## src/phy_mgmt_pkg.sv

```systemverilog
// Operation
// - Isolate bit disconnects internal MII both directions
// - Writing restart bit pulses negotiation restart, self-clears
// - Duplex bit selects half/full when negotiation off
// - Duplex bit reads one while negotiation on
// - Loopback makes duplex bit irrelevant
// - Collision test bit unused, resets one, writable
// - 100 Mb abilities read one unless strap
// - 10 Mb ability bits read one
// - Preamble suppression unsupported; full preamble required
// - Negotiation complete bit follows completion, resets zero
// - Remote fault status bit reflects detection
// - Negotiation ability bit reads one
// - Link status latches low until read
// - Jabber latches high, 10 Mb only
// - Extended capability bit reads one
// - Identifier registers return fixed values
// - Advertised next page bit is zero
// - Advertised remote fault writable, resets zero
// - Technology field writable, resets 00101111
// - Selector field fixed 00001
// - Registers reached through management frames
// - Latched bits hold until register read
`default_nettype none
package phy_mgmt_pkg;
  localparam logic [4:0] OFS_CONTROL = 5'h00;
  localparam logic [4:0] OFS_STATUS = 5'h01;
  localparam logic [4:0] OFS_IDENT_UPPER = 5'h02;
  localparam logic [4:0] OFS_IDENT_LOWER = 5'h03;
  localparam logic [4:0] OFS_ADVERT = 5'h04;

  localparam int CTL_ISOLATE = 10;
  localparam int CTL_RESTART = 9;
  localparam int CTL_DUPLEX = 8;
  localparam int CTL_COLTEST = 7;
  localparam logic CTL_ISOLATE_RST = 1'b0;
  localparam logic CTL_DUPLEX_RST = 1'b0;
  localparam logic CTL_COLTEST_RST = 1'b1;

  localparam int STS_100FD = 14;
  localparam int STS_100HD = 13;
  localparam int STS_10FD = 12;
  localparam int STS_10HD = 11;
  localparam int STS_PRE_SUPP = 6;
  localparam int STS_AN_DONE = 5;
  localparam int STS_RFAULT = 4;
  localparam int STS_AN_ABLE = 3;
  localparam int STS_LINK = 2;
  localparam int STS_JABBER = 1;
  localparam int STS_EXT_CAP = 0;

  localparam int ADV_NEXT_PAGE = 15;
  localparam int ADV_RFAULT = 13;
  localparam int ADV_TECH_LSB = 5;
  localparam int ADV_TECH_W = 8;
  localparam int ADV_SEL_W = 5;
  localparam logic ADV_RFAULT_RST = 1'b0;
  localparam logic [7:0] ADV_TECH_RST = 8'h2F;
  localparam logic [4:0] ADV_SELECTOR = 5'h01;

  localparam int PREAMBLE_BITS = 32;
  localparam int HDR_BITS = 14;
  localparam int DATA_BITS = 16;
  localparam logic [1:0] FRAME_START = 2'b01;
  localparam logic [1:0] OP_READ = 2'b10;
  localparam logic [1:0] OP_WRITE = 2'b01;

  typedef enum {ST_PREAMBLE, ST_HEADER, ST_TURN, ST_DATA} frame_state_t;
endpackage
`default_nettype wire

```

## src/latch_flag_cell.sv

```systemverilog
`timescale 1ns/1ns
`default_nettype none
module latch_flag_cell
  import phy_mgmt_pkg::*;
#(
  parameter bit LATCH_HIGH = 1'b1
) (
  input wire logic clk_sys,
  input wire logic resetn,
  input wire logic ce,
  input wire logic event_now,
  input wire logic read_clear,
  output logic flag
);
  logic held_reg;
  logic held_next;
  logic seen;

  // Event in the read cycle survives: it reloads the hold
  assign seen = held_reg | event_now;
  assign held_next = read_clear ? event_now : seen;
  assign flag = LATCH_HIGH ? seen : ~seen;

  // Held event at reset so a latch-low flag starts low
  always_ff @(posedge clk_sys or negedge resetn) begin
    if (!resetn) begin
      held_reg <= ~LATCH_HIGH;
    end else if (ce) begin
      held_reg <= held_next;
    end
  end
endmodule // latch_flag_cell
`default_nettype wire

```

## src/phy_mgmt_control_status_regs.sv

```systemverilog
`timescale 1ns/1ns
`default_nettype none
module phy_mgmt_control_status_regs
  import phy_mgmt_pkg::*;
#(
  parameter logic [4:0] PHY_ADDR = 5'h01,
  parameter logic [15:0] IDENT_UPPER = 16'h1234, // Arbitrary value
  parameter logic [15:0] IDENT_LOWER = 16'h5670 // Arbitrary value
) (
  input wire logic clk_sys,
  input wire logic resetn,
  input wire logic ce,
  input wire logic mdc,
  input wire logic mdio_in,
  output logic mdio_out,
  output logic mdio_oe,
  input wire logic strap_disable_100mb,
  input wire logic autoneg_enable,
  input wire logic loopback_active,
  input wire logic speed_is_100,
  input wire logic link_ok,
  input wire logic jabber_seen,
  input wire logic autoneg_done,
  input wire logic remote_fault_seen,
  output logic mii_isolate,
  output logic autoneg_restart,
  output logic duplex_full,
  output logic [15:0] adv_page
);
  frame_state_t state_reg;
  logic mdc_prev_reg;
  logic [5:0] pre_cnt_reg;
  logic [4:0] bit_cnt_reg;
  logic [13:0] hdr_reg;
  logic [15:0] shift_reg;
  logic is_read_reg;
  logic mdio_out_reg;
  logic mdio_oe_reg;
  logic isolate_reg;
  logic restart_reg;
  logic duplex_reg;
  logic coltest_reg;
  logic adv_rfault_reg;
  logic [7:0] adv_tech_reg;
  logic strap_taken_reg;
  logic strap_reg;

  wire mdc_rise;
  wire [13:0] hdr_full;
  wire hdr_ok;
  wire [4:0] hdr_reg_addr;
  wire hdr_is_read;
  wire read_status;
  wire write_commit;
  wire [15:0] wdata;
  wire [4:0] wr_addr;
  wire link_flag;
  wire jabber_flag;
  wire [15:0] control_view;
  wire [15:0] status_view;
  wire [15:0] advert_view;
  wire [15:0] read_value;

  function automatic logic [15:0] reg_select(input logic [4:0] addr,
      input logic [15:0] ctl, input logic [15:0] sts, input logic [15:0] adv);
    case (addr)
      OFS_CONTROL: reg_select = ctl;
      OFS_STATUS: reg_select = sts;
      OFS_IDENT_UPPER: reg_select = IDENT_UPPER;
      OFS_IDENT_LOWER: reg_select = IDENT_LOWER;
      OFS_ADVERT: reg_select = adv;
      default: reg_select = 16'h0000;
    endcase
  endfunction

  // MDC is a plain sampled input; frames are decoded on its rising edge
  assign mdc_rise = mdc & ~mdc_prev_reg;
  assign hdr_full = {hdr_reg[12:0], mdio_in};
  assign hdr_reg_addr = hdr_full[4:0];
  assign hdr_is_read = hdr_full[11:10] == OP_READ;
  assign hdr_ok = hdr_full[13:12] == FRAME_START && hdr_full[9:5] == PHY_ADDR &&
      (hdr_is_read || hdr_full[11:10] == OP_WRITE);
  assign read_status = mdc_rise && state_reg == ST_HEADER &&
      bit_cnt_reg == 5'(HDR_BITS - 1) && hdr_ok && hdr_is_read &&
      hdr_reg_addr == OFS_STATUS;
  assign write_commit = mdc_rise && state_reg == ST_DATA && !is_read_reg &&
      bit_cnt_reg == 5'(DATA_BITS - 1);
  assign wdata = {shift_reg[14:0], mdio_in};
  assign wr_addr = hdr_reg[4:0];

  latch_flag_cell #(.LATCH_HIGH(1'b0)) link_cell (
    .clk_sys(clk_sys),
    .resetn(resetn),
    .ce(ce),
    .event_now(~link_ok),
    .read_clear(read_status),
    .flag(link_flag)
  );

  latch_flag_cell #(.LATCH_HIGH(1'b1)) jabber_cell (
    .clk_sys(clk_sys),
    .resetn(resetn),
    .ce(ce),
    .event_now(jabber_seen & ~speed_is_100),
    .read_clear(read_status),
    .flag(jabber_flag)
  );

  assign control_view = {5'h00, isolate_reg, 1'b0,
      autoneg_enable | duplex_reg, coltest_reg, 7'h00};
  assign status_view = {1'b0, ~strap_reg, ~strap_reg, 1'b1, 1'b1, 4'h0,
      1'b0, autoneg_done, remote_fault_seen, 1'b1,
      link_flag, jabber_flag, 1'b1};
  assign advert_view = {1'b0, 1'b0, adv_rfault_reg, adv_tech_reg, ADV_SELECTOR};
  assign read_value = reg_select(hdr_reg_addr, control_view, status_view, advert_view);

  assign mdio_out = mdio_out_reg;
  assign mdio_oe = mdio_oe_reg;
  assign mii_isolate = isolate_reg;
  assign autoneg_restart = restart_reg;
  // Loopback runs full duplex whatever the bit holds
  assign duplex_full = loopback_active | autoneg_enable | duplex_reg;
  assign adv_page = advert_view;

  always_ff @(posedge clk_sys or negedge resetn) begin
    if (!resetn) begin
      strap_taken_reg <= 1'b0;
      strap_reg <= 1'b0;
    end else if (ce && !strap_taken_reg) begin
      strap_taken_reg <= 1'b1;
      strap_reg <= strap_disable_100mb;
    end
  end

  // Frame engine; a frame without a full preamble is never decoded
  always_ff @(posedge clk_sys or negedge resetn) begin
    if (!resetn) begin
      mdc_prev_reg <= 1'b0;
      state_reg <= ST_PREAMBLE;
      pre_cnt_reg <= 6'h00;
      bit_cnt_reg <= 5'h00;
      hdr_reg <= 14'h0000;
      shift_reg <= 16'h0000;
      is_read_reg <= 1'b0;
      mdio_out_reg <= 1'b0;
      mdio_oe_reg <= 1'b0;
    end else if (ce) begin
      mdc_prev_reg <= mdc;
      if (mdc_rise) begin
        case (state_reg)
          ST_PREAMBLE: begin
            if (mdio_in) begin
              if (pre_cnt_reg != 6'(PREAMBLE_BITS)) begin
                pre_cnt_reg <= pre_cnt_reg + 6'h01;
              end
            end else if (pre_cnt_reg == 6'(PREAMBLE_BITS)) begin
              state_reg <= ST_HEADER;
              hdr_reg <= 14'h0000;
              bit_cnt_reg <= 5'h01;
            end else begin
              pre_cnt_reg <= 6'h00;
            end
          end
          ST_HEADER: begin
            hdr_reg <= hdr_full;
            bit_cnt_reg <= bit_cnt_reg + 5'h01;
            if (bit_cnt_reg == 5'(HDR_BITS - 1)) begin
              bit_cnt_reg <= 5'h00;
              pre_cnt_reg <= 6'h00;
              is_read_reg <= hdr_is_read;
              shift_reg <= read_value;
              state_reg <= hdr_ok ? ST_TURN : ST_PREAMBLE;
            end
          end
          ST_TURN: begin
            bit_cnt_reg <= bit_cnt_reg + 5'h01;
            if (bit_cnt_reg == 5'h00) begin
              mdio_oe_reg <= is_read_reg;
              mdio_out_reg <= 1'b0;
            end else begin
              bit_cnt_reg <= 5'h00;
              state_reg <= ST_DATA;
              if (is_read_reg) begin
                mdio_out_reg <= shift_reg[15];
                shift_reg <= {shift_reg[14:0], 1'b0};
              end
            end
          end
          ST_DATA: begin
            bit_cnt_reg <= bit_cnt_reg + 5'h01;
            if (bit_cnt_reg == 5'(DATA_BITS - 1)) begin
              mdio_oe_reg <= 1'b0;
              mdio_out_reg <= 1'b0;
              bit_cnt_reg <= 5'h00;
              state_reg <= ST_PREAMBLE;
            end else if (is_read_reg) begin
              mdio_out_reg <= shift_reg[15];
              shift_reg <= {shift_reg[14:0], 1'b0};
            end else begin
              shift_reg <= wdata;
            end
          end
          default: begin
            state_reg <= ST_PREAMBLE;
          end
        endcase
      end
    end
  end

  // Register writes
  always_ff @(posedge clk_sys or negedge resetn) begin
    if (!resetn) begin
      isolate_reg <= CTL_ISOLATE_RST;
      restart_reg <= 1'b0;
      duplex_reg <= CTL_DUPLEX_RST;
      coltest_reg <= CTL_COLTEST_RST;
      adv_rfault_reg <= ADV_RFAULT_RST;
      adv_tech_reg <= ADV_TECH_RST;
    end else if (ce) begin
      restart_reg <= write_commit && wr_addr == OFS_CONTROL && wdata[CTL_RESTART];
      if (write_commit && wr_addr == OFS_CONTROL) begin
        isolate_reg <= wdata[CTL_ISOLATE];
        coltest_reg <= wdata[CTL_COLTEST];
        if (!autoneg_enable) begin
          duplex_reg <= wdata[CTL_DUPLEX];
        end
      end
      if (write_commit && wr_addr == OFS_ADVERT) begin
        adv_rfault_reg <= wdata[ADV_RFAULT];
        adv_tech_reg <= wdata[ADV_TECH_LSB +: ADV_TECH_W];
      end
    end
  end

  restart_pulse_a: assert property (@(posedge clk_sys) disable iff (!resetn)
      restart_reg |=> !restart_reg || $past(write_commit))
    else $error("restart bit did not clear itself");

  restart_set_a: assert property (@(posedge clk_sys) disable iff (!resetn)
      ce && write_commit && wr_addr == OFS_CONTROL && wdata[CTL_RESTART] |=>
      autoneg_restart)
    else $error("restart write gave no pulse");

  isolate_write_a: assert property (@(posedge clk_sys) disable iff (!resetn)
      ce && write_commit && wr_addr == OFS_CONTROL |=>
      mii_isolate == $past(wdata[CTL_ISOLATE]))
    else $error("isolate bit not written");

  duplex_write_a: assert property (@(posedge clk_sys) disable iff (!resetn)
      ce && write_commit && wr_addr == OFS_CONTROL && !autoneg_enable |=>
      duplex_reg == $past(wdata[CTL_DUPLEX]))
    else $error("duplex bit not written");

  duplex_hold_a: assert property (@(posedge clk_sys) disable iff (!resetn)
      ce && write_commit && wr_addr == OFS_CONTROL && autoneg_enable |=>
      $stable(duplex_reg))
    else $error("duplex written under negotiation");

  coltest_write_a: assert property (@(posedge clk_sys) disable iff (!resetn)
      ce && write_commit && wr_addr == OFS_CONTROL |=>
      coltest_reg == $past(wdata[CTL_COLTEST]))
    else $error("collision test bit not written");

  advert_write_a: assert property (@(posedge clk_sys) disable iff (!resetn)
      ce && write_commit && wr_addr == OFS_ADVERT |=>
      adv_page[ADV_RFAULT] == $past(wdata[ADV_RFAULT]) &&
      adv_page[ADV_TECH_LSB +: ADV_TECH_W] == $past(wdata[ADV_TECH_LSB +: ADV_TECH_W]))
    else $error("advertisement field not written");

  duplex_read_a: assert property (@(posedge clk_sys) disable iff (!resetn)
      autoneg_enable |-> control_view[CTL_DUPLEX])
    else $error("duplex bit not one under negotiation");

  loopback_duplex_a: assert property (@(posedge clk_sys) disable iff (!resetn)
      loopback_active |-> duplex_full)
    else $error("duplex depends on bit in loopback");

  fixed_bits_a: assert property (@(posedge clk_sys) disable iff (!resetn)
      status_view[STS_10FD] && status_view[STS_10HD] && status_view[STS_AN_ABLE] &&
      status_view[STS_EXT_CAP] && !status_view[STS_PRE_SUPP])
    else $error("fixed status bit wrong");

  strap_ability_a: assert property (@(posedge clk_sys) disable iff (!resetn)
      strap_taken_reg |-> status_view[STS_100FD] == !strap_reg &&
      status_view[STS_100HD] == !strap_reg)
    else $error("100 Mb ability ignores strap");

  strap_capture_a: assert property (@(posedge clk_sys) disable iff (!resetn)
      $rose(strap_taken_reg) |-> strap_reg == $past(strap_disable_100mb))
    else $error("strap not captured after reset");

  link_latch_a: assert property (@(posedge clk_sys) disable iff (!resetn)
      ce && !link_ok && !read_status |=> !link_flag)
    else $error("link loss not held low");

  jabber_latch_a: assert property (@(posedge clk_sys) disable iff (!resetn)
      ce && jabber_seen && !speed_is_100 |=> jabber_flag)
    else $error("jabber not held high");

  advert_fixed_a: assert property (@(posedge clk_sys) disable iff (!resetn)
      adv_page[ADV_NEXT_PAGE] == 1'b0 && adv_page[ADV_SEL_W-1:0] == ADV_SELECTOR)
    else $error("fixed advertisement bits wrong");

  read_drive_a: assert property (@(posedge clk_sys) disable iff (!resetn)
      $rose(mdio_oe) |-> !mdio_out && state_reg == ST_TURN)
    else $error("read turnaround drive wrong");

  preamble_gate_a: assert property (@(posedge clk_sys) disable iff (!resetn)
      state_reg == ST_HEADER && $past(state_reg) == ST_PREAMBLE |->
      $past(pre_cnt_reg) == 6'(PREAMBLE_BITS))
    else $error("frame started without full preamble");
endmodule // phy_mgmt_control_status_regs
`default_nettype wire

```

## config.mk

```make
export PLATFORM = sky130hd
export DESIGN_NAME = phy_mgmt_control_status_regs
export DESIGN_NICKNAME = d
export VERILOG_FILES = /design/src/phy_mgmt_pkg.sv /design/src/latch_flag_cell.sv /design/src/phy_mgmt_control_status_regs.sv
export SDC_FILE = /design/constraint.sdc
export NUM_CORES = 1
export LEC_CHECK = 0
export BUFFER_PORTS_ARGS = -buffer_cell sky130_fd_sc_hd__buf_2
export CORE_ASPECT_RATIO = 1.5
export CORE_MARGIN = 3
export CORE_UTILIZATION = 53
export DETAILED_ROUTE_END_ITERATION = 8
export GPL_TIMING_DRIVEN = 0
export HOLD_SLACK_MARGIN = 0.12
export MAX_ROUTING_LAYER = met4
export PLACE_DENSITY = 0.74
export SLEW_MARGIN = 20
export SYNTH_ARGS = -nofsm -noshare
export SYNTH_HDL_FRONTEND = slang
export SYNTH_SLANG_ARGS = --single-unit
```

## constraint.sdc

```tcl
create_clock -name clk_sys -period 1.9 [get_ports clk_sys]
set_input_delay 0.38 -clock clk_sys [delete_from_list [all_inputs] [get_ports clk_sys]]
set_output_delay 0.38 -clock clk_sys [all_outputs]
set_load 0.02 [all_outputs]
```

==> results.toml <==
[status]
status = "complete, but fails checks"
violations = "setup timing"

[grt]
overflow = 0
grt_pass1_vias = 2758
track_usage_pct = 25.1
antenna_found_initial = 0
grt_pass1_wl_um = 13600
grt_max_degree = 64

[die]
ioPinCount = 34
rows = 34
die_area_um2 = 7270
die_w_um = 70.6
coreArea_um2 = 5960
die_h_um = 103
initial_core_util_pct = 55.8

[routing]
drc = 0
totalWireLength_um = 8600
first_iter_violations = 160
vias_per_cell = 6.05
via_count = 2797
detail-route-antenna-nets = 0
firstDrtPassIters = 4
wire_per_inst_um = 18.6

[sta]
max_slew_margin_pct = 48.0
worst_slew_pin_slew_ns = 0.780
finalMaxSlewViolations = 0
finalWorstSetupSlack_ns = -0.236
fmax_mhz = 468
rsz0062_at_grt = "yes"
skew_ns = 0.00583
fin_crit_sh_pct = 112
setup_viol = 30
whs_ns = 0.102
finalCriticalPeriod_ns = 2.14
hold_violations = 0

[critical_path]
r2r-end = "state_reg[1]"
cp-end-kind = "register"
crit_slowest_cell = "or4b_4"
start_kind = "register"
reg2reg_slack_ns = -0.24
cp.arrival_ns = 2.37
path_cells = "inv_2 > ha_4 > or4b_4 > buf_6 > mux2_4 > mux2i_4 > or3_4 > o21ai_2"
path_max_fanout = 7
cp.required_ns = 2.14
crit_type = "register to register"
r2r_cells = 8
rr_startpoint = "bit_cnt_reg[0]"
slowest_delay_ns = 0.48

[yosys]
yosysMostFrequentCell = "dfrtp_1"
avgSynthCellArea_um2 = 10.7
synthFlopType = "dfrtp_1"
synthMuxAreaShare_pct = 10.9
synth_top_family_by_area = "simple AND/OR/NAND/NOR gates"
synth_seq_area_share_pct = 47.7
synth-edff-count = 0
synth_cells = 309
synth_common_cells = "dfrtp_1, mux2_2, nand2_1"
syn_area_um2 = 3320
synthTopCellsByArea = "dfrtp_1, mux2_2, dfstp_2"
synthAdderAreaFrac_pct = 2.64
yosys.area_share.simple_pct = 16.8
yosys.area.top_type_share_pct = 42.2
ys_warn_count = 0
synthXorXnorAreaFrac_pct = 0.264
ys_types = 64
synth_area_leader_cell = "dfrtp_1"
synth-async-reset-ratio_pct = 100
synth_seq_cells = 63
synth_compound_gate_area_share_pct = 16.2

[finish]
multi_input_area_um2 = 1840
regArea_um2 = 1590
fillerInstances = 404
layout-drive-gt1-share_pct = 41.8
diodes = 0
syn_to_final_growth_pct = 31.3
fin_util_pct = 73.2
nNetsFinal = 405
largest_reg_flops = 16

[clock_network]
clock-sinks = 63
holdBufCountCts = 0
cts_buffers = 9
cts_tree = "built"
htree_levels = 3
clk_path_buf_depth = 2
root_buffer = "clkbuf_8"
path_clk_slew_ns = 0.07
insertion_delay_ns = 0.36

[place]
routabilityCongestion = 0.813
dp_hpwl_um = 5250
numPortBuffers = 26

[power_and_ir_drop]
power_density_nw_per_um2 = 675
switching_share_pct = 23.2
p_clk_share_pct = 45.7
ir_drop_mv = 0.361
p_sw_mw = 0.684
p_leak_nw = 2.11
power.total_mw = 2.94
combPwrFrac_pct = 7.2
power_frac_seq_pct = 47.1
p_int_mw = 2.26

[worst_hold_path]
holdCritPathClass = "input port to async pin"

[job]
maxCapViolations = 0
==> per-layer routing <==
layer,global-route usage (%),wire length [um],vias up
met5,-,0,-
met4,12.6,329,0
met3,5.85,378,27
met2,43.1,4590,74
met1,27.2,3300,1414
li1,-,-,1282
==> how the worst max path moves through the flow <==
stage	startpoint	depth (start not counted)	end
2_1_floorplan	bit_cnt_reg[0]	8	shift_reg[10]
3_3_place_gp	bit_cnt_reg[0]	5	adv_rfault_reg
3_5_place_dp	bit_cnt_reg[0]	5	adv_tech_reg[7]
4_1_cts	bit_cnt_reg[0]	9	shift_reg[11]
5_1_grt	bit_cnt_reg[0]	8	bit_cnt_reg[0]
6_report	bit_cnt_reg[0]	8	state_reg[1]
==> stage by stage <==
| step | TNS, ns | cells | setup WS (ns) | instance area (um2) |
|---|---|---|---|---|
| 4_1_cts | -4.08 | 452 | -0.216 | 4190 |
| 6_report | -4.02 | 462 | -0.236 | 4360 |
| 5_1_grt | -5.65 | 462 | -0.303 | 4360 |
| 3_5_place_dp | -7.22 | 412 | -0.341 | 3610 |
| 3_3_place_gp | -6.17 | 412 | -0.314 | 3610 |
| 2_1_floorplan | -0.919 | 314 | -0.0989 | 3390 |
==> layout make-up <==
| class | count | share of cell area [%] |
|---|---|---|
| plain buffers | 21 | 3.16 |
| repair buffers | 61 | 10.2 |
| flip-flops and latches | 63 | 36.4 |
| well taps | 72 | 2.07 |
| clock inverters | 3 | 1.49 |
| multi-input cells | 220 | 42.3 |
| inverters | 9 | 0.775 |
| clock buffers | 13 | 3.64 |
==> kinds of logic after synthesis <==
| kind of cell | count (synthesis) |
|---|---|
| buffers and inverters | 31 |
| xor gates and xnor gates | 1 |
| other | 2 |
| and+or+nand+nor | 98 |
| muxes | 31 |
| adders and majority gates | 7 |
| AOI/OAI and AO/OA | 76 |
| DFF | 63 |
==> critical path: cells and delay by family, from the launching register on <==
kind,cells,cell delay [ns]
compound gates,1,0.04
flops,1,0.42
fa+ha+maj,1,0.12
simple gates,2,0.67
mux,2,0.54
buf+inv,2,0.21
==> layout by cell type, fill, tap and decap left out, types with 3 or more instances in the layout <==
| cell type | Yosys | final |
|---|---|---|
| nor2_1 | 13 | 9 |
| a32o_1 | 3 | 3 |
| ha_4 | 0 | 3 |
| a22o_1 | 16 | 16 |
| inv_1 | 9 | 7 |
| buf_2 | 2 | 28 |
| nand3_1 | 13 | 12 |
| buf_4 | 8 | 33 |
| a22oi_1 | 3 | 3 |
| nand2_1 | 24 | 22 |
| and3_1 | 3 | 3 |
| o21ai_0 | 23 | 22 |
| nor2_2 | 0 | 3 |
| nor3_1 | 6 | 4 |
| nor2b_1 | 4 | 4 |
| clkbuf_8 | 0 | 11 |
| o31ai_1 | 5 | 3 |
| conb_1 | 2 | 7 |
| mux2_4 | 1 | 24 |
| o31ai_2 | 1 | 3 |
| nand3b_1 | 3 | 3 |
| a31oi_1 | 3 | 3 |
| buf_6 | 1 | 11 |
| dfstp_2 | 7 | 7 |
| dfrtp_1 | 56 | 54 |
| mux2_2 | 26 | 4 |
| a21oi_1 | 8 | 8 |
| nand2b_1 | 6 | 6 |
| clkbuf_1 | 10 | 9 |
| ha_1 | 7 | 4 |
==> power groups by stage <==
stage	logic, mW	clock network, mW	registers [mW]
floorplan	0.120	0	1.40
global placement	0.183	0	1.41
detailed placement	0.188	0	1.41
CTS	0.197	1.35	1.38
global route	0.237	1.41	1.39
finish	0.212	1.35	1.39
==> timing repair <==
item / CTS / global route
endpoints found under the setup margin: 38 / 53
gates resized for setup: 34 / 31
pin swaps: 7 / 15
buffers inserted: 23 / 14
cloned: 1 / 0
hold endpoints to repair: 0 / 0
(Power assumes the default switching activity.)
